### config.mk
export PLATFORM = sky130hd
export DESIGN_NAME = fpcs_regs
export DESIGN_NICKNAME = d
export VERILOG_FILES = /design/src/rtl/fpcs_pkg.sv /design/src/rtl/fpcs_cc_sel.sv /design/src/rtl/fpcs_regs.sv
export SDC_FILE = /design/constraint.sdc
export NUM_CORES = 1
export LEC_CHECK = 0
export ABC_AREA = 1
export BUFFER_PORTS_ARGS = -buffer_cell sky130_fd_sc_hd__buf_2
export CAP_MARGIN = 40
export CORE_ASPECT_RATIO = 1.5
export CORE_MARGIN = 2
export CORE_UTILIZATION = 50
export CTS_CLUSTER_DIAMETER = 30
export DETAILED_ROUTE_END_ITERATION = 8
export MAX_ROUTING_LAYER = met4
export PLACE_DENSITY = 0.86
export SLEW_MARGIN = 10
export SYNTH_ARGS = -nofsm -noshare
export SYNTH_HDL_FRONTEND = slang
export SYNTH_SLANG_ARGS = --single-unit
### constraint.sdc
create_clock -name sys_clk -period 3.3 [get_ports sys_clk]
set_input_delay 0.33 -clock sys_clk [delete_from_list [all_inputs] [get_ports sys_clk]]
set_output_delay 0.33 -clock sys_clk [all_outputs]
set_load 0.1 [all_outputs]
### src/rtl/fpcs_pkg.sv
package fpcs_pkg;

  // Coprocessor control register indices of the main register and its three views
  localparam logic [4:0] IDX_CC_VIEW = 5'h19;
  localparam logic [4:0] IDX_EXC_VIEW = 5'h1a;
  localparam logic [4:0] IDX_ENA_VIEW = 5'h1c;
  localparam logic [4:0] IDX_MAIN = 5'h1f;

  // Main register field positions
  localparam int CC_HI_HI = 31;
  localparam int CC_HI_LO = 25;
  localparam int FS_POS = 24;
  localparam int CC_LO_POS = 23;
  localparam int FO_POS = 22;
  localparam int FN_POS = 21;
  localparam int CAUSE_HI = 17;
  localparam int CAUSE_LO = 12;
  localparam int EN_HI = 11;
  localparam int EN_LO = 7;
  localparam int FLAG_HI = 6;
  localparam int FLAG_LO = 2;
  localparam int RM_HI = 1;
  localparam int RM_LO = 0;

  // Condition-code view and enables view positions
  localparam int CCV_HI = 7;
  localparam int CCV_LO = 0;
  localparam int ENV_FS_POS = 2;

  // Cause bit order: E V Z O U I, E on top
  localparam int CAUSE_E = 5;
  localparam int NUM_CAUSE = 6;
  localparam int NUM_IEEE = 5;
  localparam int NUM_CC = 8;

  // Condition-code index field inside instruction words
  localparam int CMP_CC_LSB = 8;
  localparam int BR_CC_LSB = 18;
  localparam int CC_IDX_W = 3;

  // Reset values (hardware leaves them undefined; zero is chosen)
  localparam logic [7:0] CC_RST = 8'h00;
  localparam logic [5:0] CAUSE_RST = 6'h00;
  localparam logic [4:0] IEEE_RST = 5'h00;
  localparam logic [1:0] RM_RST = 2'h0;
  localparam logic [31:0] WORD_ZERO = 32'h0000_0000;

  typedef enum logic [1:0] {
    RM_NEAREST_EVEN = 2'h0,
    RM_TOWARD_ZERO = 2'h1,
    RM_TOWARD_PLUS = 2'h2,
    RM_TOWARD_MINUS = 2'h3
  } fpcs_rm_t;

endpackage : fpcs_pkg

### src/rtl/fpcs_cc_sel.sv
`timescale 1ns/10ps
module fpcs_cc_sel #(
  parameter int LSB = fpcs_pkg::CMP_CC_LSB
) (
  // Instruction word
  input wire logic [31:0] insn,
  // Stored condition codes
  input wire logic [fpcs_pkg::NUM_CC-1:0] cc,
  // Decoded index and selected bit
  output logic [fpcs_pkg::CC_IDX_W-1:0] idx,
  output logic bit_value
);

  assign idx = insn[LSB +: fpcs_pkg::CC_IDX_W];
  assign bit_value = cc[idx];

endmodule : fpcs_cc_sel

### src/rtl/fpcs_regs.sv
`timescale 1ns/10ps
module fpcs_regs (
  // Clock and reset
  input wire logic sys_clk,
  input wire logic sys_rst,
  // Coprocessor move port
  input wire logic cp_usable,
  input wire logic cp_wr_en,
  input wire logic cp_rd_en,
  input wire logic [4:0] cp_index,
  input wire logic [31:0] cp_wdata,
  output logic [31:0] cp_rdata,
  output logic cp_rd_valid,
  // Arithmetic completion
  input wire logic op_done,
  input wire logic [fpcs_pkg::NUM_CAUSE-1:0] op_cause,
  // Compare completion
  input wire logic cmp_done,
  input wire logic [31:0] cmp_insn,
  input wire logic cmp_result,
  // Branch or conditional move test
  input wire logic [31:0] br_insn,
  output logic br_cc_value,
  // Controls to the datapath
  output logic [1:0] rounding_select,
  output logic [3:0] round_onehot,
  output logic flush_to_zero_ctl,
  output logic flush_override_ctl,
  output logic flush_nearest_ctl,
  // Exception trap request
  output logic trap_req
);

  typedef struct packed {
    logic [fpcs_pkg::NUM_CC-1:0] cc;
    logic fs;
    logic fo;
    logic fn;
    // Six causes, five IEEE enables and flags
    // Unimplemented on top, then V Z O U I
    logic [fpcs_pkg::NUM_CAUSE-1:0] cause;
    logic [fpcs_pkg::NUM_IEEE-1:0] en;
    logic [fpcs_pkg::NUM_IEEE-1:0] flags;
    logic [1:0] rm;
    logic [31:0] rdata;
    logic rd_valid;
    logic trap;
  } fpcs_state_t;

  fpcs_state_t s;
  fpcs_state_t next_s;
  logic [fpcs_pkg::CC_IDX_W-1:0] cmp_idx;
  logic [fpcs_pkg::CC_IDX_W-1:0] br_idx;
  logic wr_ok;
  logic rd_ok;

  function automatic logic trap_of(
    input logic [fpcs_pkg::NUM_CAUSE-1:0] c,
    input logic [fpcs_pkg::NUM_IEEE-1:0] e
  );
    trap_of = c[fpcs_pkg::CAUSE_E] | (|(c[fpcs_pkg::NUM_IEEE-1:0] & e));
  endfunction : trap_of

  function automatic logic [31:0] main_word(input fpcs_state_t x);
    logic [31:0] w;
    w = fpcs_pkg::WORD_ZERO;
    w[fpcs_pkg::CC_HI_HI:fpcs_pkg::CC_HI_LO] = x.cc[7:1];
    w[fpcs_pkg::FS_POS] = x.fs;
    w[fpcs_pkg::CC_LO_POS] = x.cc[0];
    w[fpcs_pkg::FO_POS] = x.fo;
    w[fpcs_pkg::FN_POS] = x.fn;
    w[fpcs_pkg::CAUSE_HI:fpcs_pkg::CAUSE_LO] = x.cause;
    w[fpcs_pkg::EN_HI:fpcs_pkg::EN_LO] = x.en;
    w[fpcs_pkg::FLAG_HI:fpcs_pkg::FLAG_LO] = x.flags;
    w[fpcs_pkg::RM_HI:fpcs_pkg::RM_LO] = x.rm;
    main_word = w;
  endfunction : main_word

  fpcs_cc_sel #(
    .LSB(fpcs_pkg::CMP_CC_LSB)
  ) u_cmp_sel (
    .insn(cmp_insn),
    .cc(s.cc),
    .idx(cmp_idx),
    .bit_value()
  );

  fpcs_cc_sel #(
    .LSB(fpcs_pkg::BR_CC_LSB)
  ) u_br_sel (
    .insn(br_insn),
    .cc(s.cc),
    .idx(br_idx),
    .bit_value(br_cc_value)
  );

  // Only the usable enable gates access
  assign wr_ok = cp_wr_en & cp_usable;
  assign rd_ok = cp_rd_en & cp_usable;

  always_comb begin
    logic [31:0] w;
    logic op_traps;
    w = cp_wdata;
    op_traps = 1'b0;
    next_s = s;
    next_s.rd_valid = 1'b0;
    // Software writes first; hardware events below override the indexed cc bit and cause, and OR untrapped causes into the written flags
    if (wr_ok) begin
      unique case (cp_index)
        fpcs_pkg::IDX_MAIN: begin
          next_s.cc = {w[fpcs_pkg::CC_HI_HI:fpcs_pkg::CC_HI_LO],
                       w[fpcs_pkg::CC_LO_POS]};
          next_s.fs = w[fpcs_pkg::FS_POS];
          next_s.fo = w[fpcs_pkg::FO_POS];
          next_s.fn = w[fpcs_pkg::FN_POS];
          next_s.cause = w[fpcs_pkg::CAUSE_HI:fpcs_pkg::CAUSE_LO];
          next_s.en = w[fpcs_pkg::EN_HI:fpcs_pkg::EN_LO];
          next_s.flags = w[fpcs_pkg::FLAG_HI:fpcs_pkg::FLAG_LO];
          next_s.rm = w[fpcs_pkg::RM_HI:fpcs_pkg::RM_LO];
        end
        fpcs_pkg::IDX_CC_VIEW: begin
          next_s.cc = w[fpcs_pkg::CCV_HI:fpcs_pkg::CCV_LO];
        end
        fpcs_pkg::IDX_EXC_VIEW: begin
          next_s.cause = w[fpcs_pkg::CAUSE_HI:fpcs_pkg::CAUSE_LO];
          next_s.flags = w[fpcs_pkg::FLAG_HI:fpcs_pkg::FLAG_LO];
        end
        fpcs_pkg::IDX_ENA_VIEW: begin
          next_s.en = w[fpcs_pkg::EN_HI:fpcs_pkg::EN_LO];
          next_s.fs = w[fpcs_pkg::ENV_FS_POS];
          next_s.rm = w[fpcs_pkg::RM_HI:fpcs_pkg::RM_LO];
        end
        // Unmapped index: write dropped
        default: begin
        end
      endcase
    end
    if (cmp_done) begin
      next_s.cc[cmp_idx] = cmp_result;
    end
    if (op_done) begin
      next_s.cause = op_cause;
      op_traps = trap_of(op_cause, next_s.en);
      if (!op_traps) begin
        next_s.flags = next_s.flags | op_cause[fpcs_pkg::NUM_IEEE-1:0];
      end
    end
    next_s.trap = trap_of(next_s.cause, next_s.en);
    if (rd_ok) begin
      next_s.rd_valid = 1'b1;
      unique case (cp_index)
        fpcs_pkg::IDX_MAIN: next_s.rdata = main_word(s);
        fpcs_pkg::IDX_CC_VIEW: begin
          next_s.rdata = fpcs_pkg::WORD_ZERO;
          next_s.rdata[fpcs_pkg::CCV_HI:fpcs_pkg::CCV_LO] = s.cc;
        end
        fpcs_pkg::IDX_EXC_VIEW: begin
          next_s.rdata = fpcs_pkg::WORD_ZERO;
          next_s.rdata[fpcs_pkg::CAUSE_HI:fpcs_pkg::CAUSE_LO] = s.cause;
          next_s.rdata[fpcs_pkg::FLAG_HI:fpcs_pkg::FLAG_LO] = s.flags;
        end
        fpcs_pkg::IDX_ENA_VIEW: begin
          next_s.rdata = fpcs_pkg::WORD_ZERO;
          next_s.rdata[fpcs_pkg::EN_HI:fpcs_pkg::EN_LO] = s.en;
          next_s.rdata[fpcs_pkg::ENV_FS_POS] = s.fs;
          next_s.rdata[fpcs_pkg::RM_HI:fpcs_pkg::RM_LO] = s.rm;
        end
        default: next_s.rdata = fpcs_pkg::WORD_ZERO;
      endcase
    end
  end

  // Reset to zero, though software must not rely on it
  always_ff @(posedge sys_clk) begin
    if (sys_rst) begin
      s.cc <= fpcs_pkg::CC_RST;
      s.fs <= 1'b0;
      s.fo <= 1'b0;
      s.fn <= 1'b0;
      s.cause <= fpcs_pkg::CAUSE_RST;
      s.en <= fpcs_pkg::IEEE_RST;
      s.flags <= fpcs_pkg::IEEE_RST;
      s.rm <= fpcs_pkg::RM_RST;
      s.rdata <= fpcs_pkg::WORD_ZERO;
      s.rd_valid <= 1'b0;
      s.trap <= 1'b0;
    end else begin
      s <= next_s;
    end
  end

  assign cp_rdata = s.rdata;
  assign cp_rd_valid = s.rd_valid;
  assign rounding_select = s.rm;
  assign flush_to_zero_ctl = s.fs;
  assign flush_override_ctl = s.fo;
  assign flush_nearest_ctl = s.fn;
  assign trap_req = s.trap;

  assign round_onehot = {s.rm == fpcs_pkg::RM_TOWARD_MINUS,
                         s.rm == fpcs_pkg::RM_TOWARD_PLUS,
                         s.rm == fpcs_pkg::RM_TOWARD_ZERO,
                         s.rm == fpcs_pkg::RM_NEAREST_EVEN};
endmodule : fpcs_regs

Word level (Yosys, flattened, before mapping). Cells that the tools add are included.

Bits in registers: 63. Output and inout bits: 44.

Order comparisons: 3. Equal/unequal tests: 7. Multiplexer cells: 19. Bitwise operators: 7. Reduce and logical (&&, ||, !) cells: 10.

Operator list (count): case mux 32 bit (4 select lines) (1); 2-to-1 mux 29 bit (1); equality test 5 bit (second input constant) (4); 2-to-1 mux 5 bit (4); case mux 8 bit (2 select lines) (1); 2-to-1 mux 6 bit (2); AND 5 bit (2); OR reduction 5 bit (2); bitwise mux 8 bit (1); < comparator 3 x 4 -> 1 bit (second input constant) (2); 2-to-1 mux 8 bit (1); AND reduction 2 bit (3); OR 5 bit (1); equality test 2 bit (second input constant) (2); 2-to-1 mux 2 bit (2); OR reduction 2 bit (2); binary-select mux 1 bit (select 3 bit) (1); demux 1 bit (select 3 bit) (1); >= comparator 3 x 1 -> 1 bit (second input constant) (1); 2-to-1 mux 1 bit (3); AND 1 bit (2); equality test 2 x 1 -> 1 bit (second input constant) (1); zero test 2 bit (1); OR 1 bit (2); 3 further kinds (3).

Longest topological paths before layout. Gate-level depths: netlist (run 1).

Depth after elaboration: 9. Depth in mapped cells: 12.

Cells and area by module. A second synthesis (run 1) with hierarchy kept.

Cell total of the unflattened synthesis: 528. Area, all modules: 3394.5 sq um.

By module, submodules not included: fpcs_regs (times used 1, cells an instance 466, area an instance 3129.3 sq um, sequential area each 1201.2 sq um); fpcs_cc_sel (times used 2, cells an instance 31, area an instance 132.6 sq um, sequential area each 0.0 sq um).

Worst setup path after synthesis (run 1). OpenSTA, ideal clock, no wires.

Kind: register -> output. From: reg, netlist name s[60]. To: out br_cc_value. Data arrival time: 2.227 ns. Data required time: 2.970 ns. Setup slack: 0.743 ns. Cell stages (with the launch flop): 5. Path buffers: 0. Cells stage by stage: dfxtp_1 > inv_1 > a21oi_1 > o21ai_0 > a31oi_1.

Cells in the longest elaborated chain, start to end: 2.

RTL lines: binary-select mux 1 bit (select 3 bit) (RTL line fpcs_cc_sel.sv:15) `assign bit_value = cc[idx];`; 2-to-1 mux 1 bit (implied by the code) (RTL line fpcs_cc_sel.sv:15); end: declaration (RTL line fpcs_regs.sv:23) `output logic br_cc_value,`.

No other way between the ends. The select of a mux whose other input is x is not followed.

Worst setup path in the final report (run 1).
From: reg, netlist name s[56]. To: out br_cc_value.

Cells in the longest elaborated chain, start to end: 2.

RTL lines (RTL line): binary-select mux 1 bit (select 3 bit) (fpcs_cc_sel.sv:15); 2-to-1 mux 1 bit (implied by the code) (fpcs_cc_sel.sv:15).

No other way between the ends. The select of a mux whose other input is x is not followed.

==> metrics, run 1 <==
status=finished clean; number of register bits inferred by synthesis=60; number of sinks on the clock net=60; relative contribution of sequential cells to total power=0.427; overall global routing resource usage=0.235; warning count from the yosys run=0; estimated wirelength of the detail-placed design=6.12 mm; Critical Path Sink Type=primary output; first-pass GRT wire length=13.3 mm; Max Root-Sink Buffers=2; 1st-iter DRT viols=202; total standard cell area after synthesis=3300 um2; Detailed Routing Iterations Pass 1=5; count of unique library cells instantiated by Yosys=33; average instance area after synthesis=between 6 and 7 um2; number of antenna diodes=0; Floorplan Core Area=6440 um2; final design area excluding fillers=between 3000 and 4000 um2; IO Count=~160; total grt overflow=0; number of vias in the routed layout=3217; final worst setup slack=1230 ps; vias per cell=5.21; top cells by area in the synthesized netlist=sky130_fd_sc_hd__dfxtp_1 36%, sky130_fd_sc_hd__nand2_1 11%, sky130_fd_sc_hd__buf_4 8.0%; floorplan die area=7280 um2; Slew @ Worst Pin=between 600 and 700 ps; internal power=1.26 mW; total number of H-tree levels=3; worst endpoint required time=2970 ps; max-slew violation count=0; insertion delay of the later-clocked pin in the worst-skew pair=350 ps; antenna violations before repair=0; path category of the worst min-delay check=primary input to register; Period minus WS final=about 2100 ps; share of final-layout standard cells stronger than drive strength 1=0.251; initial core utilization=0.513; maximum number of pins on one net before global-route repair=just over 40; unrepaired setup endpoints after global routing=false; share of total power in the clock network=0.414; final RePlAce weighted congestion=approximately 0.86; cell row count=36; Arr. time, crit path=around 1700 ps; Maximum Capacitance Violations=0; total power density per cell area=472 nW/um2; number of failing setup endpoints in the final timing report=0; top flip-flop cell by instance count after synthesis=sky130_fd_sc_hd__dfxtp_1; Synth async-reset ratio=0; Max Clock Freq=483 MHz; most frequently used cell type in the post-synthesis netlist=sky130_fd_sc_hd__nand2_1; combinational group share of total power=0.159; highest ir drop seen on vdd=0.227 mV; number of buffers inserted during clock tree synthesis=9; post-synthesis instance total=480; max_slew headroom=0.572; buffer count from post-CTS setup fixing=0; aggregate negative setup slack=0 ps; height of the chip=104 um; fraction of the yosys area taken by sequential cells=0.364; final critical-path share of the clock period=0.627; drt drc=0; post-route core utilization=0.585; classification of the worst setup path=register to primary output; switching power as a share of total power=0.291; clock tree skew after final layout=around 5.9 ps; hold-fix buffer count after cts=0; Port-buffer cells=between 90 and 100; number of enable-type register cells in the synthesized netlist=0; clock tree from TritonCTS=done; layout-stage area growth over the synthesis result=14.1%; top-area cell type share of the netlist area=0.364; synth cell count leaders=101 x sky130_fd_sc_hd__nand2_1, 66 x sky130_fd_sc_hd__inv_1, 60 x sky130_fd_sc_hd__dfxtp_1; Setup WS pre-CTS=1340 ps; detailed-route wire length=8.15 mm; number of global-route vias before repair=2971; leakage power of the design=1.76 nW; WL per Instance=13.2 um; Routed Antenna Nets=0; clock transition time at the flip-flop clock pins of the worst setup and hold paths=~70 ps; reg2reg setup slack=about 2300 ps; layout net count=between 600 and 700; final number of hold-violating endpoints=0; power dissipated by switching net loads=517 uW; Setup crit start kind=register; largest fanout of any net on the critical path=3; die width=roughly 70 um; buffer cell driving the clock tree root=sky130_fd_sc_hd__clkbuf_8; area post-placement=about 3500 um2; largest area contributor in the netlist=sky130_fd_sc_hd__dfxtp_1; post-CTS resize count=0
cell families after synthesis:
logic type | share of synthesized area
other | 0.00114
DFF | 0.364
buffers and inverters | 0.191
and+or+nand+nor | 0.279
AOI/OAI and AO/OA | 0.165
routing by layer:
metal,track usage,share of wire,vias up
li1,-,-,1614
met1,0.288,0.43,1439
met5,-,0,-
met4,0.106,0.030,0
met3,0.0593,0.075,20
met2,0.363,0.47,144
critical path, stage by stage, from the launching register on:
cell                      delay, ps
sky130_fd_sc_hd__dfxtp_1        350
sky130_fd_sc_hd__inv_1           70
sky130_fd_sc_hd__a21oi_1        130
sky130_fd_sc_hd__o21ai_0         90
sky130_fd_sc_hd__o21ai_0         80
sky130_fd_sc_hd__nor2_1          60
sky130_fd_sc_hd__a31oi_1        150
sky130_fd_sc_hd__buf_2          450
layout make-up:
| class | instances | area (um2) |
|---|---|---|
| Clock buffer | 11 | 141 |
| Clock inverter | 5 | 75.1 |
| Fill cell | 608 | 2680 |
| Inverter | 69 | 264 |
| Multi-Input combinational cell | 299 | 1480 |
| Sequential cell | 60 | 1200 |
| Tap cell | 76 | 95.1 |
| Timing Repair Buffer | 97 | 513 |
through the flow:
stage / cells / power (mW) / hold slack, ps
3_5_place_dp: 601 / 1.06 / 453
3_3_place_gp: 600 / 1.05 / 452
5_1_grt: 617 / 1.84 / 263
2_1_floorplan: 482 / 0.992 / 446
6_report: 617 / 1.78 / 255
4_1_cts: 617 / 1.78 / 239
power groups by stage:
stage / Sequential (mW) / Clock [mW] / Combinational [mW]
2_1_floorplan: 0.786 / 0 / 0.206
3_3_place_gp: 0.775 / 0 / 0.271
3_5_place_dp: 0.775 / 0 / 0.280
4_1_cts: 0.759 / 0.744 / 0.281
5_1_grt: 0.761 / 0.780 / 0.302
6_report: 0.759 / 0.736 / 0.282
state kept, by name (all words and copies together) (netlist names):
name and flops:
flush_to_zero_ctl 1, rounding_select 2, cp_rdata 29, flush_override_ctl 1, s 24, trap_req 1, flush_nearest_ctl 1, cp_rd_valid 1
placed cells by master, fill, tap and decap left out, types with 3 or more instances in the layout:
cell and count:
sky130_fd_sc_hd__a21oi_1 47, sky130_fd_sc_hd__a41oi_1 8, sky130_fd_sc_hd__and2_1 4, sky130_fd_sc_hd__buf_2 94, sky130_fd_sc_hd__clkbuf_8 10, sky130_fd_sc_hd__clkinv_2 3, sky130_fd_sc_hd__conb_1 3, sky130_fd_sc_hd__dfxtp_1 60
sky130_fd_sc_hd__inv_1 66, sky130_fd_sc_hd__nand2_1 101, sky130_fd_sc_hd__nand2_2 8, sky130_fd_sc_hd__nand3_1 39, sky130_fd_sc_hd__nand3_2 5, sky130_fd_sc_hd__nand3b_1 4, sky130_fd_sc_hd__nor2_1 29, sky130_fd_sc_hd__o21ai_0 34
sky130_fd_sc_hd__o22ai_1 3
path summary, 6_finish.rpt:
kind                                   from                               to  depth (start not counted)
hold reg to reg   cp_rdata[16]$_SDFFE_PP0P_        cp_rdata[16]$_SDFFE_PP0P_                          2
setup / recovery           s[56]$_SDFF_PP0_                      br_cc_value                          7
setup reg to reg           s[45]$_SDFF_PP0_              trap_req$_SDFF_PP0_                          7
hold / removal                 cp_wdata[22]  flush_override_ctl$_SDFFE_PP0P_                          3
Power figures use the tool's default switching activity.
==> run 2, diff against run 1 <==
--- a/config.mk
+++ b/config.mk
@@ -10,11 +10,11 @@
 export CAP_MARGIN = 40
 export CORE_ASPECT_RATIO = 1.5
 export CORE_MARGIN = 2
-export CORE_UTILIZATION = 50
+export CORE_UTILIZATION = 47
 export CTS_CLUSTER_DIAMETER = 30
 export DETAILED_ROUTE_END_ITERATION = 8
 export MAX_ROUTING_LAYER = met4
-export PLACE_DENSITY = 0.86
+export PLACE_DENSITY = 0.81
 export SLEW_MARGIN = 10
 export SYNTH_ARGS = -nofsm -noshare
 export SYNTH_HDL_FRONTEND = slang
==> constraint.sdc (replaced) <==
create_clock -name sys_clk -period 1.92 [get_ports sys_clk]
set_input_delay 0.192 -clock sys_clk [delete_from_list [all_inputs] [get_ports sys_clk]]
set_output_delay 0.192 -clock sys_clk [all_outputs]
set_load 0.1 [all_outputs]
==> metrics, run 2 (synthesis gave the netlist of run 1 again) <==
reg2reg setup slack=860 ps; clock tree skew after final layout=8.47 ps; launch point of the worst hold path=cp_wdata[21]; Setup WS pre-CTS=247 ps; number of antenna diodes=0; antenna violations before repair=0; WL per Instance=13.2 um; final number of hold-violating endpoints=0; number of fillers in the final layout=688; reg2reg path depth=7; clock transition time at the flip-flop clock pins of the worst setup and hold paths=around 70 ps; total power density per cell area=749 nW/um2; worst endpoint required time=1730 ps; leakage power of the design=roughly 1.7 nW; share of final-layout standard cells stronger than drive strength 1=0.256; number of sinks on the clock net=60; total number of H-tree levels=3; drt drc=0; Arr. time, crit path=approximately 1600 ps; buffer cell driving the clock tree root=sky130_fd_sc_hd__clkbuf_8; maximum number of pins on one net before global-route repair=40; height of the chip=approximately 110 um; overall global routing resource usage=0.228; most common cell after layout, fill and taps aside=sky130_fd_sc_hd__nand2_1; Floorplan Core Area=just under 7000 um2; first-pass GRT wire length=13.4 mm; floorplan die area=7730 um2; layout-stage area growth over the synthesis result=13.5%; clock tree from TritonCTS=done; die width=72.4 um; max FFs per register=29; final RePlAce weighted congestion=0.952; status=finished clean; classification of the worst setup path=register to primary output; Critical Path Sink Type=primary output; aggregate negative setup slack=0 ps; source of the worst register-to-register timing path=s[45]$_SDFF_PP0_; cell row count=37; vias per cell=5.20; insertion delay of the later-clocked pin in the worst-skew pair=340 ps; WHS Path Cells=3; total grt overflow=0; number of global-route vias before repair=3046; Detailed Routing Iterations Pass 1=5; number of buffers inserted during clock tree synthesis=9; number of vias in the routed layout=3223; IO Count=159; estimated wirelength of the detail-placed design=6.25 mm; hold endpoint=flush_nearest_ctl$_SDFFE_PP0P_; commonest non-fill, non-tap cells in the layout=101 x sky130_fd_sc_hd__nand2_1, 93 x sky130_fd_sc_hd__buf_2, 66 x sky130_fd_sc_hd__inv_1, 60 x sky130_fd_sc_hd__dfxtp_1, 47 x sky130_fd_sc_hd__a21oi_1; initial core utilization=0.482; Period minus WS final=1780 ps; final worst setup slack=~140 ps; largest fanout of any net on the critical path=3; Max Root-Sink Buffers=2; number of failing setup endpoints in the final timing report=0; area post-placement=between 3000 and 4000 um2; Port-buffer cells=94; Setup crit start kind=register; highest ir drop seen on vdd=0.360 mV; unrepaired setup endpoints after global routing=false; area occupied by multi-input gates=1480 um2; hold-fix buffer count after cts=0; final design area excluding fillers=3750 um2; detailed-route wire length=approximately 8 mm; Max Clock Freq=561 MHz; final critical-path share of the clock period=0.929; path category of the worst min-delay check=primary input to register; Routed Antenna Nets=0; FF-to-FF End=trap_req$_SDFF_PP0_; max-slew violation count=0; 1st-iter DRT viols=between 200 and 250; Maximum Capacitance Violations=0; layout net count=between 600 and 700; Storage cell area=1200 um2
## run 2: cell type report
class,count,area share
multi-input cells,299,0.396
repair buffers,99,0.141
well taps,78,0.0260
inverters,69,0.0704
clock buffers,11,0.0404
flip-flops and latches,60,0.320
clock inverters,4,0.00668
## run 2: critical path, stage by stage (launching register included)
cell and delay [ps]:
sky130_fd_sc_hd__dfxtp_1 360, sky130_fd_sc_hd__inv_1 80, sky130_fd_sc_hd__a21oi_1 130, sky130_fd_sc_hd__o21ai_0 100, sky130_fd_sc_hd__o21ai_0 90, sky130_fd_sc_hd__nor2_1 70
sky130_fd_sc_hd__a31oi_2 160, sky130_fd_sc_hd__buf_6 250
## run 2: worst max-delay path by stage
stage	startpoint	to	slack [ps]	cells after the start
6_report	s[56]$_SDFF_PP0_	br_cc_value	140	7
5_1_grt	s[56]$_SDFF_PP0_	br_cc_value	6	7
4_1_cts	s[56]$_SDFF_PP0_	br_cc_value	110	7
3_5_place_dp	cp_index[0]	trap_req$_SDFF_PP0_	250	11
3_3_place_gp	cp_index[0]	trap_req$_SDFF_PP0_	280	11
2_1_floorplan	rounding_select[1]$_SDFFE_PP0P_	round_onehot[2]	40	2
## run 2: routing by layer
layer,share of wire,track usage
met5,0,-
met4,0.031,0.118
met3,0.067,0.0620
met2,0.48,0.360
met1,0.42,0.262
## run 2: what timing repair did
| item | 4_1_cts | 5_1_grt |
|---|---|---|
| endpoints found under the setup margin | 1 | 1 |
| setup buffers | 0 | 0 |
| gates resized for setup | 1 | 1 |
| endpoints found under the hold margin | 0 | 0 |
## run 2: stage by stage
stage	instances	power, mW	utilization	hold WS [ps]
floorplan	482	1.71	-	357
global placement	605	1.81	0.520	453
detailed placement	605	1.82	0.520	456
CTS	620	2.83	0.547	107
global route	620	2.93	0.547	132
finish	620	2.81	0.547	124
## run 2: power by group
| group | internal, mW | total, mW | switching [mW] |
|---|---|---|---|
| registers | 1.28 | 1.31 | 0.0214 |
| logic | 0.123 | 0.487 | 0.363 |
| clock network | 0.526 | 1.02 | 0.490 |
==> run 3, diff against run 2 <==
--- a/config.mk
+++ b/config.mk
@@ -10,11 +10,11 @@
 export CAP_MARGIN = 40
 export CORE_ASPECT_RATIO = 1.5
 export CORE_MARGIN = 2
-export CORE_UTILIZATION = 47
+export CORE_UTILIZATION = 50
 export CTS_CLUSTER_DIAMETER = 30
 export DETAILED_ROUTE_END_ITERATION = 8
 export MAX_ROUTING_LAYER = met4
-export PLACE_DENSITY = 0.81
+export PLACE_DENSITY = 0.86
 export SLEW_MARGIN = 10
 export SYNTH_ARGS = -nofsm -noshare
 export SYNTH_HDL_FRONTEND = slang
==> constraint.sdc (replaced) <==
create_clock -name sys_clk -period 2.08 [get_ports sys_clk]
set_input_delay 0.208 -clock sys_clk [delete_from_list [all_inputs] [get_ports sys_clk]]
set_output_delay 0.208 -clock sys_clk [all_outputs]
set_load 0.1 [all_outputs]
==> metrics, run 3 (synthesis gave the netlist of run 1 again) <==
first-pass GRT wire length=about 13 mm; post-route core utilization=0.583; IO Count=~160; total power density per cell area=slightly above 700 nW/um2; Global Route met1 Usage=0.284; cell total after placement=between 600 and 700; Floorplan Core Area=6440 um2; commonest non-fill, non-tap cells in the layout=101 x sky130_fd_sc_hd__nand2_1, 94 x sky130_fd_sc_hd__buf_2, 66 x sky130_fd_sc_hd__inv_1, 60 x sky130_fd_sc_hd__dfxtp_1, 47 x sky130_fd_sc_hd__a21oi_1; Slew @ Worst Pin=512 ps; 1st-iter DRT viols=266; Arr. time, crit path=1720 ps; Detailed Routing Iterations Pass 1=5; Routed Antenna Nets=0; cell row count=36; number of antenna diodes=0; maximum number of pins on one net before global-route repair=41; leakage power of the design=1.75 nW; Setup crit start kind=register; max FFs per register=29; highest ir drop seen on vdd=0.339 mV; Max Clock Freq=520 MHz; buffer count from post-CTS setup fixing=0; max_slew headroom=0.659; number of vias in the routed layout=3215; number of buffers inserted during clock tree synthesis=9; unrepaired setup endpoints after global routing=false; most common cell after layout, fill and taps aside=sky130_fd_sc_hd__nand2_1; detailed-route wire length=8.05 mm; number of sinks on the clock net=60; height of the chip=104 um; status=finished clean; largest fanout of any net on the critical path=3; number of fillers in the final layout=approximately 640; path category of the worst min-delay check=primary input to register; clock transition time at the flip-flop clock pins of the worst setup and hold paths=70 ps; aggregate negative setup slack=0 ps; Port-buffer cells=94; vias per cell=approximately 5.2; final worst setup slack=157 ps; final critical-path share of the clock period=0.925; Critical Path Sink Type=primary output; area post-placement=3550 um2; global routing's busiest layer=met2; total number of H-tree levels=3; post-CTS resize count=0; die width=70.4 um; layout-stage area growth over the synthesis result=13.7%; number of global-route vias before repair=2930; drt drc=0; clock tree skew after final layout=6.67 ps; max-slew violation count=0; total grt overflow=0; final design area excluding fillers=3750 um2; number of failing setup endpoints in the final timing report=0; Setup WS pre-CTS=about 380 ps; insertion delay of the later-clocked pin in the worst-skew pair=between 300 and 400 ps; floorplan die area=7280 um2; met3 Track Usage GR=0.0564; final RePlAce weighted congestion=0.873; hold-fix buffer count after cts=0; WL per Instance=13.0 um; number of standard cells in the layout, taps in and fillers out=619; final number of hold-violating endpoints=0; clock tree from TritonCTS=done; GR Util met2=0.338; initial core utilization=0.513; classification of the worst setup path=register to primary output; antenna violations before repair=0; layout net count=653; estimated wirelength of the detail-placed design=6.00 mm; share of final-layout standard cells stronger than drive strength 1=0.256; overall global routing resource usage=0.228; Maximum Capacitance Violations=0; buffer cell driving the clock tree root=sky130_fd_sc_hd__clkbuf_8; worst endpoint required time=1870 ps; Period minus WS final=1920 ps; Max Root-Sink Buffers=2
run 3: changes by cell type in the layout (fill, tap and decap cells not counted):
| cell | previous run | this run |
|---|---|---|
| sky130_fd_sc_hd__bufinv_16 | 0 | 1 |
| sky130_fd_sc_hd__buf_4 | 4 | 5 |
| sky130_fd_sc_hd__buf_12 | 1 | 0 |
| sky130_fd_sc_hd__buf_2 | 93 | 94 |
| sky130_fd_sc_hd__clkbuf_1 | 0 | 1 |
| sky130_fd_sc_hd__clkinvlp_4 | 2 | 1 |
| sky130_fd_sc_hd__buf_6 | 1 | 0 |
run 3: final cells by class:
cell class	count	area, um2	area share
Inverter	69	264	0.0703
Sequential cell	60	1200	0.320
Multi-Input combinational cell	299	1480	0.395
Clock inverter	4	47.5	0.0127
Clock buffer	12	155	0.0413
Tap cell	76	95.1	0.0253
Timing Repair Buffer	99	508	0.135
run 3: path summary, 6_finish.rpt:
path,from,to,slack [ps],cells past startpoint
hold / removal,cp_wdata[21],flush_nearest_ctl$_SDFFE_PP0P_,140,3
setup reg to reg,s[45]$_SDFF_PP0_,trap_req$_SDFF_PP0_,1030,7
hold reg to reg,cp_rdata[17]$_SDFFE_PP0P_,cp_rdata[17]$_SDFFE_PP0P_,460,2
setup / recovery,s[56]$_SDFF_PP0_,br_cc_value,160,7
run 3: metal layers:
layer / up-vias / wire length (um) / share of wire
li1: 1616 / - / -
met1: 1424 / 3450 / 0.43
met2: 151 / 3670 / 0.46
met3: 24 / 680 / 0.084
met4: 0 / 254 / 0.032
met5: - / 0 / 0
run 3: where the power goes:
group | leakage, nW | switching, mW | total (mW) | internal, mW
combinational | 1.16 | 0.333 | 0.442 | 0.109
clock | 0.102 | 0.465 | 1.08 | 0.615
sequential | 0.488 | 0.0193 | 1.21 | 1.19
total | 1.75 | 0.817 | 2.73 | 1.91
run 3: worst max-delay path, stage by stage (launching register included):
cell	delay, ps
sky130_fd_sc_hd__dfxtp_1	350
sky130_fd_sc_hd__inv_1	80
sky130_fd_sc_hd__a21oi_1	110
sky130_fd_sc_hd__o21ai_0	90
sky130_fd_sc_hd__o21ai_0	90
sky130_fd_sc_hd__nor2_1	70
sky130_fd_sc_hd__a31oi_2	130
sky130_fd_sc_hd__buf_2	440
run 3: through the flow:
| stage | hold slack [ps] | power (mW) |
|---|---|---|
| finish | 138 | 2.73 |
| global route | 145 | 2.83 |
| CTS | 137 | 2.74 |
| detailed placement | 454 | 1.67 |
| global placement | 452 | 1.66 |
| floorplan | 373 | 1.58 |
